[config.mk]
export PLATFORM = sky130hd
export DESIGN_NAME = ncr_nco_control
export DESIGN_NICKNAME = d
export VERILOG_FILES = /design/src/rtl/ncr_pkg.sv /design/src/rtl/ncr_nco_control.sv /design/src/rtl/ncr_ramp.sv
export SDC_FILE = /design/constraint.sdc
export NUM_CORES = 1
export LEC_CHECK = 0
export BUFFER_PORTS_ARGS = -buffer_cell sky130_fd_sc_hd__buf_2
export CAP_MARGIN = 20
export CORE_ASPECT_RATIO = 1.4
export CORE_MARGIN = 10
export CORE_UTILIZATION = 60
export DETAILED_ROUTE_END_ITERATION = 12
export GPL_TIMING_DRIVEN = 0
export HOLD_SLACK_MARGIN = 0.08
export PLACE_DENSITY = 0.83
export SLEW_MARGIN = 20
export SYNTH_ARGS = -nofsm -noshare
export SYNTH_HDL_FRONTEND = slang
export SYNTH_SLANG_ARGS = --single-unit
[constraint.sdc]
create_clock -name mclk -period 7.44 [get_ports mclk]
set_input_delay 1.488 -clock mclk [delete_from_list [all_inputs] [get_ports mclk]]
set_output_delay 1.488 -clock mclk [all_outputs]
set_load 0.01 [all_outputs]
[src/rtl/ncr_pkg.sv]
package ncr_pkg;
  // Register indices; byte address is four times the index
  localparam logic [11:0] IDX_RUN_ENABLE  = 12'h308;
  localparam logic [11:0] IDX_SW_SYNC     = 12'h310;
  localparam logic [11:0] IDX_HOLD        = 12'h320;
  localparam logic [11:0] IDX_RAMP_LENGTH = 12'h330;
  localparam logic [11:0] IDX_OSC_CONFIG  = 12'h331;
  localparam logic [11:0] IDX_SYNC_CTRL   = 12'h340;

  localparam int          ADDR_W = 14;
  localparam logic [7:0]  RST_RUN_ENABLE  = 8'h00;
  localparam logic [7:0]  RST_SW_SYNC     = 8'h00;
  localparam logic [7:0]  RST_HOLD        = 8'h00;
  localparam logic [7:0]  RST_RAMP_LENGTH = 8'h00;
  localparam logic [7:0]  RST_OSC_CONFIG  = 8'h02;
  localparam logic [7:0]  RST_SYNC_CTRL   = 8'h00;

  // Field positions
  localparam int CFG_SUM_BIT    = 0;
  localparam int CFG_DITHER_BIT = 1;
  localparam int SCTL_TXREG_BIT = 2;

  // Full-scale ramp level and the step shift base
  localparam int          LEVEL_W    = 11;
  localparam logic [10:0] LEVEL_FULL = 11'h400;
  localparam logic [2:0]  STEP_BASE  = 3'h7;

  typedef enum logic [1:0] {
    SYNC_NOW    = 2'b00,
    SYNC_SYSREF = 2'b01,
    SYNC_TRIG   = 2'b10,
    SYNC_RSVD   = 2'b11
  } ncr_sync_src_t;

  // Level step per sample tick: 1024 / (16 << (code-1))
  function automatic logic [10:0] ramp_step(input logic [2:0] code);
    ramp_step = 11'h001 << (STEP_BASE - code);
  endfunction
endpackage

[src/rtl/ncr_nco_control.sv]
// Overview of operation
// Oscillators run only while run enable bit 0 is one.
// Run enable zero holds all oscillator logic and accumulators in reset.
// Software sets run enable only after configuration and datapath enable.
// Writing one to sync bit while it reads zero fires sync event.
// Sync bit reads back last written value, never self-clears.
// Hold bit freezes active selections; staged writes do not pass.
// Hold bit zero makes oscillators follow the stored selection values.
// Software sets hold before changing selections while oscillators run.
// Phase-continuous operation only from hopping table entry zero.
// Frequency change time is uncontrolled, so no phase coherence guarantee.
// Transmit gate edges ramp each source amplitude linearly over set cycles.
// Ramp code 0 means none; codes 1-7 give 16 to 1024 cycles.
// Change ramp length and configuration only while transmit gate is low.
// Summed mode with differing channel gates gives undefined ramp.
// Sync source: 0 immediate, 1 next sysref rise, 2 next trigger with bank.
// Summed mode adds both oscillators into one output for both channels.
// Sync bit rising edge becomes one clean pulse toward the oscillators.
`timescale 1ns/1ps
module ncr_nco_control (
  input  wire logic                          mclk,
  input  wire logic                          rst,
  input  wire logic                          psel,
  input  wire logic                          penable,
  input  wire logic                          pwrite,
  input  wire logic [ncr_pkg::ADDR_W-1:0]    paddr,
  input  wire logic [31:0]                   pwdata,
  output logic                               pready,
  output logic      [31:0]                   prdata,
  output logic                               pslverr,
  input  wire logic                          sampleTick,
  input  wire logic [4:0]                    stagedSelA,
  input  wire logic [4:0]                    stagedSelB,
  input  wire logic                          sysrefPin,
  input  wire logic                          trigPin,
  input  wire logic                          bankSelPin,
  input  wire logic                          transmitGateAPin,
  input  wire logic                          transmitGateBPin,
  output logic                               oscRun,
  output logic                               accReset,
  output logic      [4:0]                    activeSelA,
  output logic      [4:0]                    activeSelB,
  output logic                               phaseContA,
  output logic                               phaseContB,
  output logic                               summedMode,
  output logic                               ditherEn,
  output logic      [ncr_pkg::LEVEL_W-1:0]   rampLevelA,
  output logic      [ncr_pkg::LEVEL_W-1:0]   rampLevelB
);
  import ncr_pkg::*;

  typedef struct packed {
    logic [7:0]  runReg;
    logic [7:0]  syncReg;
    logic [7:0]  holdReg;
    logic [7:0]  rampReg;
    logic [7:0]  cfgReg;
    logic [7:0]  sctlReg;
    logic        syncArmed;
    logic [1:0]  armedSrc;
    logic        accReset;
    logic [4:0]  selA;
    logic [4:0]  selB;
    logic        phaseA;
    logic        phaseB;
    logic        pready;
    logic        pslverr;
    logic [31:0] prdata;
    logic [2:0]  sysSh;
    logic [2:0]  trigSh;
    logic [1:0]  bankSh;
    logic [1:0]  txASh;
    logic [1:0]  txBSh;
  } ncr_state_t;

  ncr_state_t state;
  ncr_state_t next_state;

  // Index decode; offsets are word aligned, so the word address is used
  function automatic logic [12:0] reg_index(input logic [ADDR_W-1:0] a);
    reg_index = {1'b0, a[ADDR_W-1:2]};
  endfunction

  function automatic logic reg_hit(input logic [ADDR_W-1:0] a);
    logic [11:0] i;
    i = 12'(reg_index(a));
    reg_hit = (a[1:0] == 2'h0) &&
              (i == IDX_RUN_ENABLE || i == IDX_SW_SYNC || i == IDX_HOLD ||
               i == IDX_RAMP_LENGTH || i == IDX_OSC_CONFIG || i == IDX_SYNC_CTRL);
  endfunction

  logic                  running;
  logic                  gateA;
  logic                  gateB;
  logic [LEVEL_W-1:0]    levelA;
  logic [LEVEL_W-1:0]    levelB;

  assign running = state.runReg[0];
  // Either the pin or the register bit opens the gate
  assign gateA = state.txASh[1] | state.sctlReg[SCTL_TXREG_BIT];
  assign gateB = state.txBSh[1] | state.sctlReg[SCTL_TXREG_BIT];

  always_comb begin
    logic        setup;
    logic        accessDone;
    logic [11:0] idx;
    logic        sysRise;
    logic        trigRise;
    logic        syncFire;
    setup = psel && !penable;
    accessDone = psel && penable && state.pready;
    idx = 12'(reg_index(paddr));
    sysRise = state.sysSh[1] && !state.sysSh[2];
    trigRise = state.trigSh[1] && !state.trigSh[2];
    syncFire = 1'b0;
    next_state = state;

    // Pin synchronisers: stage 0 feeds only stage 1
    next_state.sysSh = {state.sysSh[1:0], sysrefPin};
    next_state.trigSh = {state.trigSh[1:0], trigPin};
    next_state.bankSh = {state.bankSh[0], bankSelPin};
    next_state.txASh = {state.txASh[0], transmitGateAPin};
    next_state.txBSh = {state.txBSh[0], transmitGateBPin};

    // One-cycle access phase: answer prepared during setup
    next_state.pready = setup;
    next_state.pslverr = setup && !reg_hit(paddr);
    if (setup) begin
      next_state.prdata = 32'h0000_0000;
      case (idx)
        IDX_RUN_ENABLE:  next_state.prdata[7:0] = state.runReg;
        IDX_SW_SYNC:     next_state.prdata[7:0] = state.syncReg;
        IDX_HOLD:        next_state.prdata[7:0] = state.holdReg;
        IDX_RAMP_LENGTH: next_state.prdata[7:0] = state.rampReg;
        IDX_OSC_CONFIG:  next_state.prdata[7:0] = state.cfgReg;
        IDX_SYNC_CTRL:   next_state.prdata[7:0] = state.sctlReg;
        default:         next_state.prdata = 32'h0000_0000;
      endcase
    end

    if (accessDone && pwrite && reg_hit(paddr)) begin
      case (idx)
        IDX_RUN_ENABLE:  next_state.runReg = pwdata[7:0];
        IDX_SW_SYNC: begin
          next_state.syncReg = pwdata[7:0];
          syncFire = pwdata[0] && !state.syncReg[0];
        end
        IDX_HOLD:        next_state.holdReg = pwdata[7:0];
        IDX_RAMP_LENGTH: next_state.rampReg = pwdata[7:0];
        IDX_OSC_CONFIG:  next_state.cfgReg = pwdata[7:0];
        IDX_SYNC_CTRL:   next_state.sctlReg = pwdata[7:0];
        default:         next_state.runReg = state.runReg;
      endcase
    end

    // Sync event by source; accReset is a single-cycle pulse
    next_state.accReset = 1'b0;
    if (state.syncArmed) begin
      case (ncr_sync_src_t'(state.armedSrc))
        SYNC_SYSREF: if (sysRise) begin
          next_state.accReset = 1'b1;
          next_state.syncArmed = 1'b0;
        end
        SYNC_TRIG: if (trigRise && state.bankSh[1]) begin
          next_state.accReset = 1'b1;
          next_state.syncArmed = 1'b0;
        end
        default: next_state.syncArmed = 1'b0;
      endcase
    end
    // A fresh trigger replaces any wait still pending
    if (syncFire) begin
      case (ncr_sync_src_t'(state.sctlReg[1:0]))
        SYNC_NOW: begin
          next_state.accReset = 1'b1;
          next_state.syncArmed = 1'b0;
        end
        SYNC_SYSREF, SYNC_TRIG: begin
          next_state.syncArmed = 1'b1;
          next_state.armedSrc = state.sctlReg[1:0];
        end
        default: next_state.syncArmed = 1'b0;
      endcase
    end
    if (!running) begin
      next_state.syncArmed = 1'b0;
    end

    // Staged selections pass only while not held; timing is uncontrolled
    if (!state.holdReg[0]) begin
      next_state.selA = stagedSelA;
      next_state.selB = stagedSelB;
    end
    // Flag kept in a flop so the output needs no decode after the register
    next_state.phaseA = (next_state.selA[3:0] == 4'h0);
    next_state.phaseB = (next_state.selB[3:0] == 4'h0);
  end

  always_ff @(posedge mclk or posedge rst) begin
    if (rst) begin
      state <= '{runReg: RST_RUN_ENABLE, syncReg: RST_SW_SYNC, holdReg: RST_HOLD,
                 rampReg: RST_RAMP_LENGTH, cfgReg: RST_OSC_CONFIG,
                 sctlReg: RST_SYNC_CTRL, phaseA: 1'b1, phaseB: 1'b1, default: '0};
    end else begin
      state <= next_state;
    end
  end

  // Two identical ramp units, one per channel gate
  ncr_ramp rampA (
    .mclk  (mclk),
    .rst   (rst),
    .clear (!running),
    .tick  (sampleTick),
    .gate  (gateA),
    .code  (state.rampReg[2:0]),
    .level (levelA)
  );
  ncr_ramp rampB (
    .mclk  (mclk),
    .rst   (rst),
    .clear (!running),
    .tick  (sampleTick),
    .gate  (gateB),
    .code  (state.rampReg[2:0]),
    .level (levelB)
  );

  assign pready     = state.pready;
  assign prdata     = state.prdata;
  assign pslverr    = state.pslverr;
  assign oscRun     = state.runReg[0];
  assign accReset   = state.accReset;
  assign activeSelA = state.selA;
  assign activeSelB = state.selB;
  // Low four bits select the table entry; entry zero is phase-continuous
  assign phaseContA = state.phaseA;
  assign phaseContB = state.phaseB;
  assign summedMode = state.cfgReg[CFG_SUM_BIT];
  assign ditherEn   = state.cfgReg[CFG_DITHER_BIT];
  assign rampLevelA = levelA;
  assign rampLevelB = levelB;
endmodule

[src/rtl/ncr_ramp.sv]
`timescale 1ns/1ps
module ncr_ramp (
  input  wire logic                         mclk,
  input  wire logic                         rst,
  input  wire logic                         clear,
  input  wire logic                         tick,
  input  wire logic                         gate,
  input  wire logic [2:0]                   code,
  output logic      [ncr_pkg::LEVEL_W-1:0]  level
);
  import ncr_pkg::*;

  typedef struct packed {
    logic [LEVEL_W-1:0] level;
  } ncr_ramp_state_t;

  ncr_ramp_state_t state;
  ncr_ramp_state_t next_state;

  always_comb begin
    logic [LEVEL_W-1:0] target;
    logic [LEVEL_W-1:0] step;
    target = gate ? LEVEL_FULL : '0;
    step = ramp_step(code);
    next_state = state;
    if (clear) begin
      next_state.level = '0;
    end else if (tick && state.level != target) begin
      if (code == 3'h0) begin
        next_state.level = target;
      end else if (gate) begin
        // Linear rise, clamped so a mid-ramp code change cannot overshoot
        next_state.level = (LEVEL_FULL - state.level < step) ? LEVEL_FULL
                                                             : state.level + step;
      end else begin
        next_state.level = (state.level < step) ? '0 : state.level - step;
      end
    end
  end

  always_ff @(posedge mclk or posedge rst) begin
    if (rst) begin
      state <= '0;
    end else begin
      state <= next_state;
    end
  end

  assign level = state.level;
endmodule

# Word-level counts from Yosys, hierarchy flattened
# Cells that the tools add are included.
[totals]
reg_bits = 108
latchBits = 0
ramBits = 0
romBits = 0
input_bits = 67
out_inout_bits = 72
elab_cells = 120
n_memories = 0
[classes]
n_addsub = 7
multipliers = 0
div = 0
magnitude_cmp = 4
n_eq_ne = 14
shifts = 1
n_mux = 31
n_bitwise = 2
n_reduce_logical = 36
[ops]
columns = ["operator", "n"]
rows = [
  ["$mux W11", 14],
  ["$eq A12 B10 Y1 const B", 6],
  ["$pmux W8 S6", 1],
  ["$lt A11 B11 Y1", 4],
  ["$add A11 B11 Y11", 2],
  ["$ne A11 B11 Y1", 2],
  ["$sub A11 B11 Y11", 2],
  ["$sub A11 B11 Y11 const A", 2],
  ["$reduce_and A2 Y1", 7],
  ["$logic_and A1 B1 Y1", 13],
  ["$mux W1", 11],
  ["$shl A1 B3 Y11 const A", 1],
  ["$mux W9", 1],
  ["$logic_not A4 Y1", 2],
  ["$logic_not A1 Y1", 5],
  ["$logic_or A1 B1 Y1", 5],
  ["$eq A2 B1 Y1 const B", 2],
  ["$eq A2 B2 Y1 const B", 2],
  ["$logic_not A2 Y1", 2],
  ["$mux W4", 1],
  ["$ne A2 B1 Y1 const B", 2],
  ["$pmux W1 S2", 2],
  ["$logic_not A3 Y1", 1],
  ["$sub A3 B3 Y3 const A", 1],
  ["3 further kinds", 4],
]

# Depth between registers and ports, before layout
# Gate-level depths: netlist of the first run.
[depth]
depth_word = 11
mapped_depth = 12
ltp_nobuf = 12

# By module
# Synthesis of the first run repeated with hierarchy kept, for this count alone.
[unflattened]
hier_cells = 794
hier_area_um2 = 7702.4
[modules_own_cells]
columns = ["mod", "n_inst", "cells_each", "area_each_um2", "seq_area_each_um2"]
rows = [
  ["ncr_nco_control", 1, 337, 4088.9, 2155.8],
  ["ncr_ramp at rampA", 1, 246, 1913.1, 275.3],
  ["ncr_ramp at rampB", 1, 211, 1700.4, 275.3],
]

# Worst setup path after synthesis of the first run
# OpenSTA, ideal clock, no wires.
[synth_path]
path_type = "input to register"
startpoint = "in paddr[3] (netlist bit)"
endpoint = "reg state[86] (netlist bit)"
setup_time_ns = 0.125
t_arrival_ns = 3.273
required_ns = 7.315
path_slack_ns = 4.042
path_stages = 7
n_path_buf = 2
cell_sequence = "or4_4 -> or3_1 -> buf_2 -> nor2_2 -> and3_1 -> buf_4 -> mux2_2"
[synth_between]
elab_chain_len = 9
elab_cells_between_ends = 14
classes_between = "eq/ne (6); reduce/logical (8)"
[synth_rtl]
columns = ["element", "line", "source"]
rows = [
  ["start: declaration", "ncr_nco_control.sv:26", "input wire logic [ncr_pkg::ADDR_W-1:0] paddr,"],
  ["$eq A12 B10 Y1", "ncr_nco_control.sv:88", "(i == IDX_RUN_ENABLE || i == IDX_SW_SYNC || i == IDX_HOLD ||"],
  ["$logic_or A1 B1 Y1 (3 in a row)", "ncr_nco_control.sv:88", ""],
  ["$logic_or A1 B1 Y1 (2 in a row)", "ncr_nco_control.sv:89", "i == IDX_RAMP_LENGTH || i == IDX_OSC_CONFIG || i == IDX_SYNC_CTRL);"],
  ["$logic_and A1 B1 Y1", "ncr_nco_control.sv:87", "reg_hit = (a[1:0] == 2'h0) &&"],
  ["$logic_and A1 B1 Y1", "ncr_nco_control.sv:141", "if (accessDone && pwrite && reg_hit(paddr)) begin"],
  ["$reduce_and A2 Y1 (no source line) (*)", "-", ""],
  ["end signal: assignment", "ncr_nco_control.sv:201", "state <= '{runReg: RST_RUN_ENABLE, syncReg: RST_SW_SYNC, holdReg: RST_HOLD,"],
  ["end signal: assignment", "ncr_nco_control.sv:205", "state <= next_state;"],
  ["end: declaration", "ncr_nco_control.sv:76", "ncr_state_t state;"],
]
# Every way passes the cells marked *; elsewhere a longest branch is shown, timed or not.
# A chain may end at the register's enable or synchronous reset.

# Final worst setup path of the first run
[layout_path]
startpoint = "reg state[80] (netlist bit)"
endpoint = "reg rampA.state (netlist bit rampA.level[9])"
[layout_between]
elab_chain_len = 8
elab_cells_between_ends = 13
classes_between = "add/sub (3); order compare (2); shift (1); mux (6); reduce/logical (1)"
[layout_rtl]
columns = ["element", "line", "source"]
rows = [
  ["$sub A3 B3 Y3", "ncr_pkg.sv:37", "ramp_step = 11'h001 << (STEP_BASE - code);"],
  ["$shl A1 B3 Y11", "ncr_pkg.sv:37", ""],
  ["$sub A11 B11 Y11 (tied with other cells)", "ncr_ramp.sv:36", "next_state.level = (state.level < step) ? '0 : state.level - step;"],
  ["$mux W11 (on tied branches)", "ncr_ramp.sv:36, ncr_ramp.sv:33", ""],
  ["$mux W11", "ncr_ramp.sv:31", "end else if (gate) begin"],
  ["$mux W11 (*)", "ncr_ramp.sv:29", "if (code == 3'h0) begin"],
  ["$mux W11 (*)", "ncr_ramp.sv:28", "end else if (tick && state.level != target) begin"],
  ["$mux W11 (*)", "ncr_ramp.sv:26", "if (clear) begin"],
  ["end signal: assignment", "ncr_ramp.sv:45", "state <= next_state;"],
  ["end: declaration", "ncr_ramp.sv:17", "ncr_ramp_state_t state;"],
]
# Every way passes the cells marked *; elsewhere a longest branch is shown, timed or not. The select of a mux whose other input is x is not followed.

==> run metrics, run 1 <==
data arrival time of the worst path=between 3 and 4 ns; number of antenna violations at the first check in global routing=1; Core Rows=47; nature of the critical path endpoint=register; required time of the worst setup path=7.68 ns; pins over their slew limit=0; DRT iter0 DRCs=around 330; CTS buffer count=9; Cell Area, Synth=7310 µm²; Longest Clk Path Bufs=2; die area=between 15000 and 20000 µm²; fraction of the cycle the final worst path needs=50.0%; number of routed nets with antenna violations=0; Setup TNS=0 ns; leakage component of the power=around 4 nW; TritonCTS clock tree=done; worst skew pair latency=between 0.3 and 0.4 ns; y dimension of the die=about 150 µm; largest net degree at the start of global routing=between 80 and 90; fin area=approximately 8300 µm²; proportion of layout cells with a drive suffix above 1=~28%; number of input and output port buffers inserted=89; RSZ-0062 raised after global routing=no; number of placed cells counting well taps=roughly 1000; number of detailed-routing iterations run before antenna repair=6; kind of launch point of the worst setup path=register; die width=approximately 110 µm; async set-reset flop share out of synthesis=100%; max-capacitance violation count=0; total congestion overflow after global routing=0; outcome=finished, final reports clean; highest attainable clock frequency=0.269 GHz; final critical-path required period=approximately 3.7 ns; clk_skew=about 0.0082 ns; FF+latch count, synth=~110; cell area power density=around 140 nW/µm²; Area Growth Syn to Fin=14.2%; number of standard cells in the final layout excluding fillers=1013; IO Pins=between 100 and 150; critical path peak fanout=10; clock transition time at the flip-flop clock pins of the worst setup and hold paths=about 0.080 ns; Placed Area=approximately 8100 µm²; DRC=0; number of nets in the finished design=983; maximum vdd drop=around 170 µV; fillcell total=940; post-CTS sizing=0; area of the core region=11900 µm²; drt via density=just under 6; number of hold-repair buffers added at the cts stage=0; Initial Utilization=61.5%; class of the tightest hold or removal check=register to register; buffer cell driving the clock tree root=sky130_fd_sc_hd__clkbuf_16; number of setup buffers added after CTS=0; first-pass GRT wire length=approximately 31 mm; count of final hold-check violations=0; Worst Tran Pin Value=0.746 ns; total via count after detailed routing=between 6000 and 7000; register area share after synthesis=37.0%; Post-synth top flop=sky130_fd_sc_hd__dfrtp_1; average routed wire per standard cell=between 15 and 20 µm; RD Place Congestion=~0.93; cells after synthesis=approximately 740; clk sink count=about 110; critical setup path kind=register to register; Worst Hold Margin=0.352 ns; worst rel slew slack=50.1%; total number of H-tree levels=3; number of global-route vias before repair=about 6300; dpl hpwl=~15 mm; Total Routed Length=19.5 mm; count of flip-flops with a built-in enable after synthesis=0; Avg Inst Size Synth=~10 µm²; GR Util All Layers=22.6%; Yosys warnings=0; Setup Viol. Count Final=0; Synth cell types=77
cell type report:
class	instances	area [µm²]	share of cell area [%]
diodes	2	5.00	0.0600
flip-flops and latches	108	2710	32.4
repair buffers	90	473	5.67
inverters	32	125	1.50
multi-input cells	549	4140	49.6
plain buffers	69	427	5.11
clock inverters	6	53.8	0.645
well taps	147	184	2.20
clock buffers	10	229	2.74
cells in the mapped netlist (4+ instances only):
master                        n  share of area [%]
sky130_fd_sc_hd__dfrtp_1    105                 36
sky130_fd_sc_hd__mux2_2      58                8.9
sky130_fd_sc_hd__ha_1        53                9.1
sky130_fd_sc_hd__nor2_1      45                2.3
sky130_fd_sc_hd__buf_4       44                4.5
sky130_fd_sc_hd__nand2_1     43                2.2
sky130_fd_sc_hd__o21ai_0     33                2.3
sky130_fd_sc_hd__inv_1       32                1.6
sky130_fd_sc_hd__xnor2_1     25                3.0
sky130_fd_sc_hd__a21oi_1     24                1.6
sky130_fd_sc_hd__clkbuf_1    22                1.1
sky130_fd_sc_hd__nor2b_1     19                1.6
sky130_fd_sc_hd__nand3_1     14               0.96
sky130_fd_sc_hd__nor3_1      14               0.96
sky130_fd_sc_hd__a221oi_1    11                1.3
sky130_fd_sc_hd__a211oi_1    10                1.0
sky130_fd_sc_hd__nor4_1      10               0.86
sky130_fd_sc_hd__a22o_1       9                1.1
sky130_fd_sc_hd__a22oi_1      9               0.92
sky130_fd_sc_hd__or3_1        9               0.77
sky130_fd_sc_hd__a31oi_1      8               0.68
sky130_fd_sc_hd__o21a_1       8               0.82
sky130_fd_sc_hd__o31ai_1      8               0.82
sky130_fd_sc_hd__and3_1       7               0.60
sky130_fd_sc_hd__nand3b_1     7               0.72
sky130_fd_sc_hd__nand2b_1     6               0.51
sky130_fd_sc_hd__mux2i_1      5               0.68
sky130_fd_sc_hd__or2_2        5               0.43
sky130_fd_sc_hd__a2111oi_0    4               0.48
sky130_fd_sc_hd__fa_1         4                1.1
sky130_fd_sc_hd__nor3b_1      4               0.41
sky130_fd_sc_hd__o21ai_1      4               0.27
sky130_fd_sc_hd__o21bai_1     4               0.41
sky130_fd_sc_hd__o31a_1       4               0.48
sky130_fd_sc_hd__or4_1        4               0.41
sky130_fd_sc_hd__xor2_1       4               0.48
stage by stage:
| step | power, mW | setup WS (ns) | util (%) |
|---|---|---|---|
| 2_1_floorplan | 0.681 | 3.11 | - |
| 3_3_place_gp | 0.715 | 1.97 | 67.5 |
| 3_5_place_dp | 0.721 | 3.63 | 67.8 |
| 4_1_cts | 1.19 | 3.76 | 70.2 |
| 5_1_grt | 1.22 | 3.63 | 70.2 |
| 6_report | 1.18 | 3.72 | 70.2 |
worst paths after layout:
check | start | endpoint | slack, ns | cells after the start
setup reg to reg | state[80]$_DFFE_PP0P_ | rampA.level[9]$_DFFE_PP0P_ | 3.72 | 11
setup / recovery | state[80]$_DFFE_PP0P_ | rampA.level[9]$_DFFE_PP0P_ | 3.72 | 11
min in group asynchronous | rst | accReset$_DFF_PP0_ | 1.09 | 2
hold reg to reg | next_state[10]$_DFF_PP0_ | next_state[11]$_DFF_PP0_ | 0.35 | 0
max in group asynchronous | rst | ditherEn$_DFFE_PP1P_ | 5.67 | 3
hold / removal | next_state[10]$_DFF_PP0_ | next_state[11]$_DFF_PP0_ | 0.35 | 0
critical path: stages (launching register included):
cell	delay (ns)
sky130_fd_sc_hd__dfrtp_1	0.35
sky130_fd_sc_hd__clkbuf_1	0.30
sky130_fd_sc_hd__nand2_1	0.07
sky130_fd_sc_hd__or2_2	0.39
sky130_fd_sc_hd__ha_1	0.32
sky130_fd_sc_hd__nor2b_1	0.14
sky130_fd_sc_hd__o31a_1	0.28
sky130_fd_sc_hd__o41a_1	0.39
sky130_fd_sc_hd__a2111oi_4	0.54
sky130_fd_sc_hd__mux2_1	0.38
sky130_fd_sc_hd__nor3b_2	0.16
sky130_fd_sc_hd__a211o_1	0.29
cells by family after synthesis:
kind of cell	count (synthesis)	share of synthesized area [%]
buf+inv	101	7.48
compound gates	162	16.1
flops	108	37.0
fa+ha+maj	57	10.2
simple gates	211	15.6
other cells	1	0.0513
xor+xnor	29	3.48
mux	66	10.1
power breakdown:
| part | internal [mW] | leakage [nW] | switching, mW |
|---|---|---|---|
| registers | 0.599 | 1.43 | 0.00573 |
| clock network | 0.235 | 0.136 | 0.236 |
| logic | 0.0463 | 2.42 | 0.0594 |
sequential cells by signal, summed over array words and instances (netlist names), 5 cells and up:
signal       count
activeSelA       5
rampA.level     11
next_state       7
state           53
activeSelB       5
rampB.level     11
prdata           8
layout by cell type (no fill, tap or decap), types with 24 or more instances in the layout:
cell type                 Yosys  routed
sky130_fd_sc_hd__buf_2        2      91
sky130_fd_sc_hd__a21oi_1     24      24
sky130_fd_sc_hd__mux2_2      58      58
sky130_fd_sc_hd__o21ai_0     33      33
sky130_fd_sc_hd__nor2_1      45      45
sky130_fd_sc_hd__ha_1        53      53
sky130_fd_sc_hd__nand2_1     43      43
sky130_fd_sc_hd__dfrtp_1    105     105
sky130_fd_sc_hd__inv_1       32      31
sky130_fd_sc_hd__xnor2_1     25      25
sky130_fd_sc_hd__buf_4       44      44
sky130_fd_sc_hd__conb_1       1      24
per-layer routing:
layer / vias up / GRT usage (%) / share of wire (%)
met5: - / 0 / 0
met4: 0 / 11.1 / 3.9
met3: 48 / 3.82 / 4.6
met2: 194 / 41.9 / 54
met1: 2929 / 23.9 / 37
li1: 2847 / - / -
Power figures use the tool's default switching activity.
==> inputs of run 2 (changes only) <==
CORE_UTILIZATION = 51   (was 60)
PLACE_DENSITY = 0.75   (was 0.83)
clock period = 3.4 ns   (was 7.44 ns; I/O delays follow)
==> run 2 against run 1 <==
Sequential power is 120% higher. Combinational power is 120% higher. Clock skew is 0.0031 ns higher. Utilization is 9.1 points lower. Non-clock buffer count is 9 higher. Critical endpoint unchanged. Largest cell class unchanged.
==> run metrics, run 2 (synthesis gave the netlist of run 1 again) <==
outcome=finished, final reports clean; number of detailed-routing iterations run before antenna repair=5; max-capacitance violation count=0; Area Growth Syn to Fin=16.9%; critical path peak fanout=9; worst rel slew slack=between 40% and 50%; IO Pins=between 100 and 150; CTS buffer count=9; dpl hpwl=around 14 mm; worst skew pair latency=0.35 ns; number of input and output port buffers inserted=slightly below 90; Setup TNS=0 ns; worst-case register-to-register setup slack=between 0.1 and 0.15 ns; DRT iter0 DRCs=300; Setup Viol. Count Final=0; Crit. Startpoint=state[80]$_DFFE_PP0P_; cell depth of the worst flop-to-flop path=11; kind of launch point of the worst setup path=register; power consumption=between 2 and 3 mW; total number of H-tree levels=3; Longest Clk Path Bufs=2; slowest cell delay on critical path=about 0.46 ns; Hold Path Stages=0; utilization after layout=roughly three fifths; total via count after detailed routing=5968; GR Util All Layers=18.9%; FF-to-FF End=rampA.level[9]$_DFFE_PP0P_; placement-stage worst setup slack=-0.214 ns; DRC=0; die width=about 120 µm; maximum vdd drop=roughly 190 µV; Crit path max-delay family=compound AO/OA/AOI/OAI gates; Buf/Inv on CP=1; number of antenna violations at the first check in global routing=0; largest net degree at the start of global routing=33; register cell area after layout=approximately 2700 µm²; Initial Utilization=a little over half; flip-flop count of the largest register after layout=53; TritonCTS clock tree=done; class of the tightest hold or removal check=register to register; average routed wire per standard cell=~18 µm; cell type of the slowest stage on the worst timing path=sky130_fd_sc_hd__a2111oi_4; required time of the worst setup path=3.64 ns; total congestion overflow after global routing=0; Hold Path End=state[5]$_DFF_PP0_; Worst Tran Pin Value=about 0.75 ns; final critical-path required period=3.27 ns; clk sink count=around 110; clock transition time at the flip-flop clock pins of the worst setup and hold paths=0.08 ns; RD Place Congestion=~0.97; total area of multi-input combinational cells=around 4200 µm²; reg-to-reg critical path startpoint=state[80]$_DFFE_PP0P_; proportion of layout cells with a drive suffix above 1=29.8%; launch point of the worst hold path=next_state[5]$_DFF_PP0_; most frequent standard cell in the layout excluding fill and tap cells=sky130_fd_sc_hd__dfrtp_1; Worst Hold Margin=~0.35 ns; cell area power density=307 nW/µm²; count of inserted antenna diode cells=0; die area=19600 µm²; y dimension of the die=162 µm; post-route worst setup slack=0.127 ns; number of routed nets with antenna violations=0; leakage component of the power=4.06 nW; CP cell instances=buf_6, nand2_1, or2_4, ha_1, nor2b_1, o31a_1, o41a_1, a2111oi_4, mux2_4, nor3b_2, a211o_1; clk_skew=approximately 0.011 ns; pins over their slew limit=0; data arrival time of the worst path=around 3.5 ns; fraction of the cycle the final worst path needs=96.3%; critical setup path kind=register to register; fillcell total=1191; register with the most flip-flops=state; number of global-route vias before repair=between 6000 and 7000; drt via density=5.64; Core Rows=51; area of the core region=about 14000 µm²; Total Routed Length=around 19 mm; buffer cell driving the clock tree root=sky130_fd_sc_hd__clkbuf_16; count of final hold-check violations=0; number of nets in the finished design=just under 1000; highest attainable clock frequency=~0.31 GHz; nature of the critical path endpoint=register; first-pass GRT wire length=30.4 mm; commonest cells after routing, fill and taps aside=sky130_fd_sc_hd__dfrtp_1, sky130_fd_sc_hd__buf_2, sky130_fd_sc_hd__mux2_2
run 2: per-layer routing:
layer	wire length [µm]	up-vias	global-route usage [%]
met4	504	0	6.68
met2	9980	154	34.7
li1	-	2877	-
met3	835	40	3.77
met5	0	-	0
met1	7400	2897	21.0
run 2: worst max path at each step:
stage                                       to  depth (start not counted)
floorplan           rampA.level[9]$_DFFE_PP0P_                         11
global placement    rampA.level[9]$_DFFE_PP0P_                         11
detailed placement  rampA.level[9]$_DFFE_PP0P_                         11
CTS                 rampA.level[9]$_DFFE_PP0P_                         10
global route        rampA.level[9]$_DFFE_PP0P_                         11
finish              rampA.level[9]$_DFFE_PP0P_                         11
run 2: repair_timing:
action,in CTS,in global routing
endpoints found under the setup margin,1,19
resized for setup,1,13
endpoints found under the hold margin,0,0
buffers inserted,1,9
cloned,0,0
hold buffers,0,0
pin swaps,1,6
run 2: report_power, final:
part           switching [mW]  total, mW  internal (mW)
clock network           0.525       1.06          0.539
registers              0.0119       1.32           1.31
logic                   0.127      0.233          0.106
total                   0.664       2.62           1.95
run 2: through the flow:
step / std cells / area (µm²)
finish: 1058 / 8540
global route: 1058 / 8540
CTS: 1051 / 8450
detailed placement: 1035 / 8140
global placement: 1032 / 8080
floorplan: 758 / 7400
run 2: area by class of cell:
class / count / area share [%]
Inverter: 32 / 1.45
Clock inverter: 6 / 0.791
Timing Repair Buffer: 102 / 6.88
Tap cell: 185 / 2.71
Buffer: 66 / 4.95
Sequential cell: 108 / 31.7
Clock buffer: 10 / 2.80
Multi-Input combinational cell: 549 / 48.7
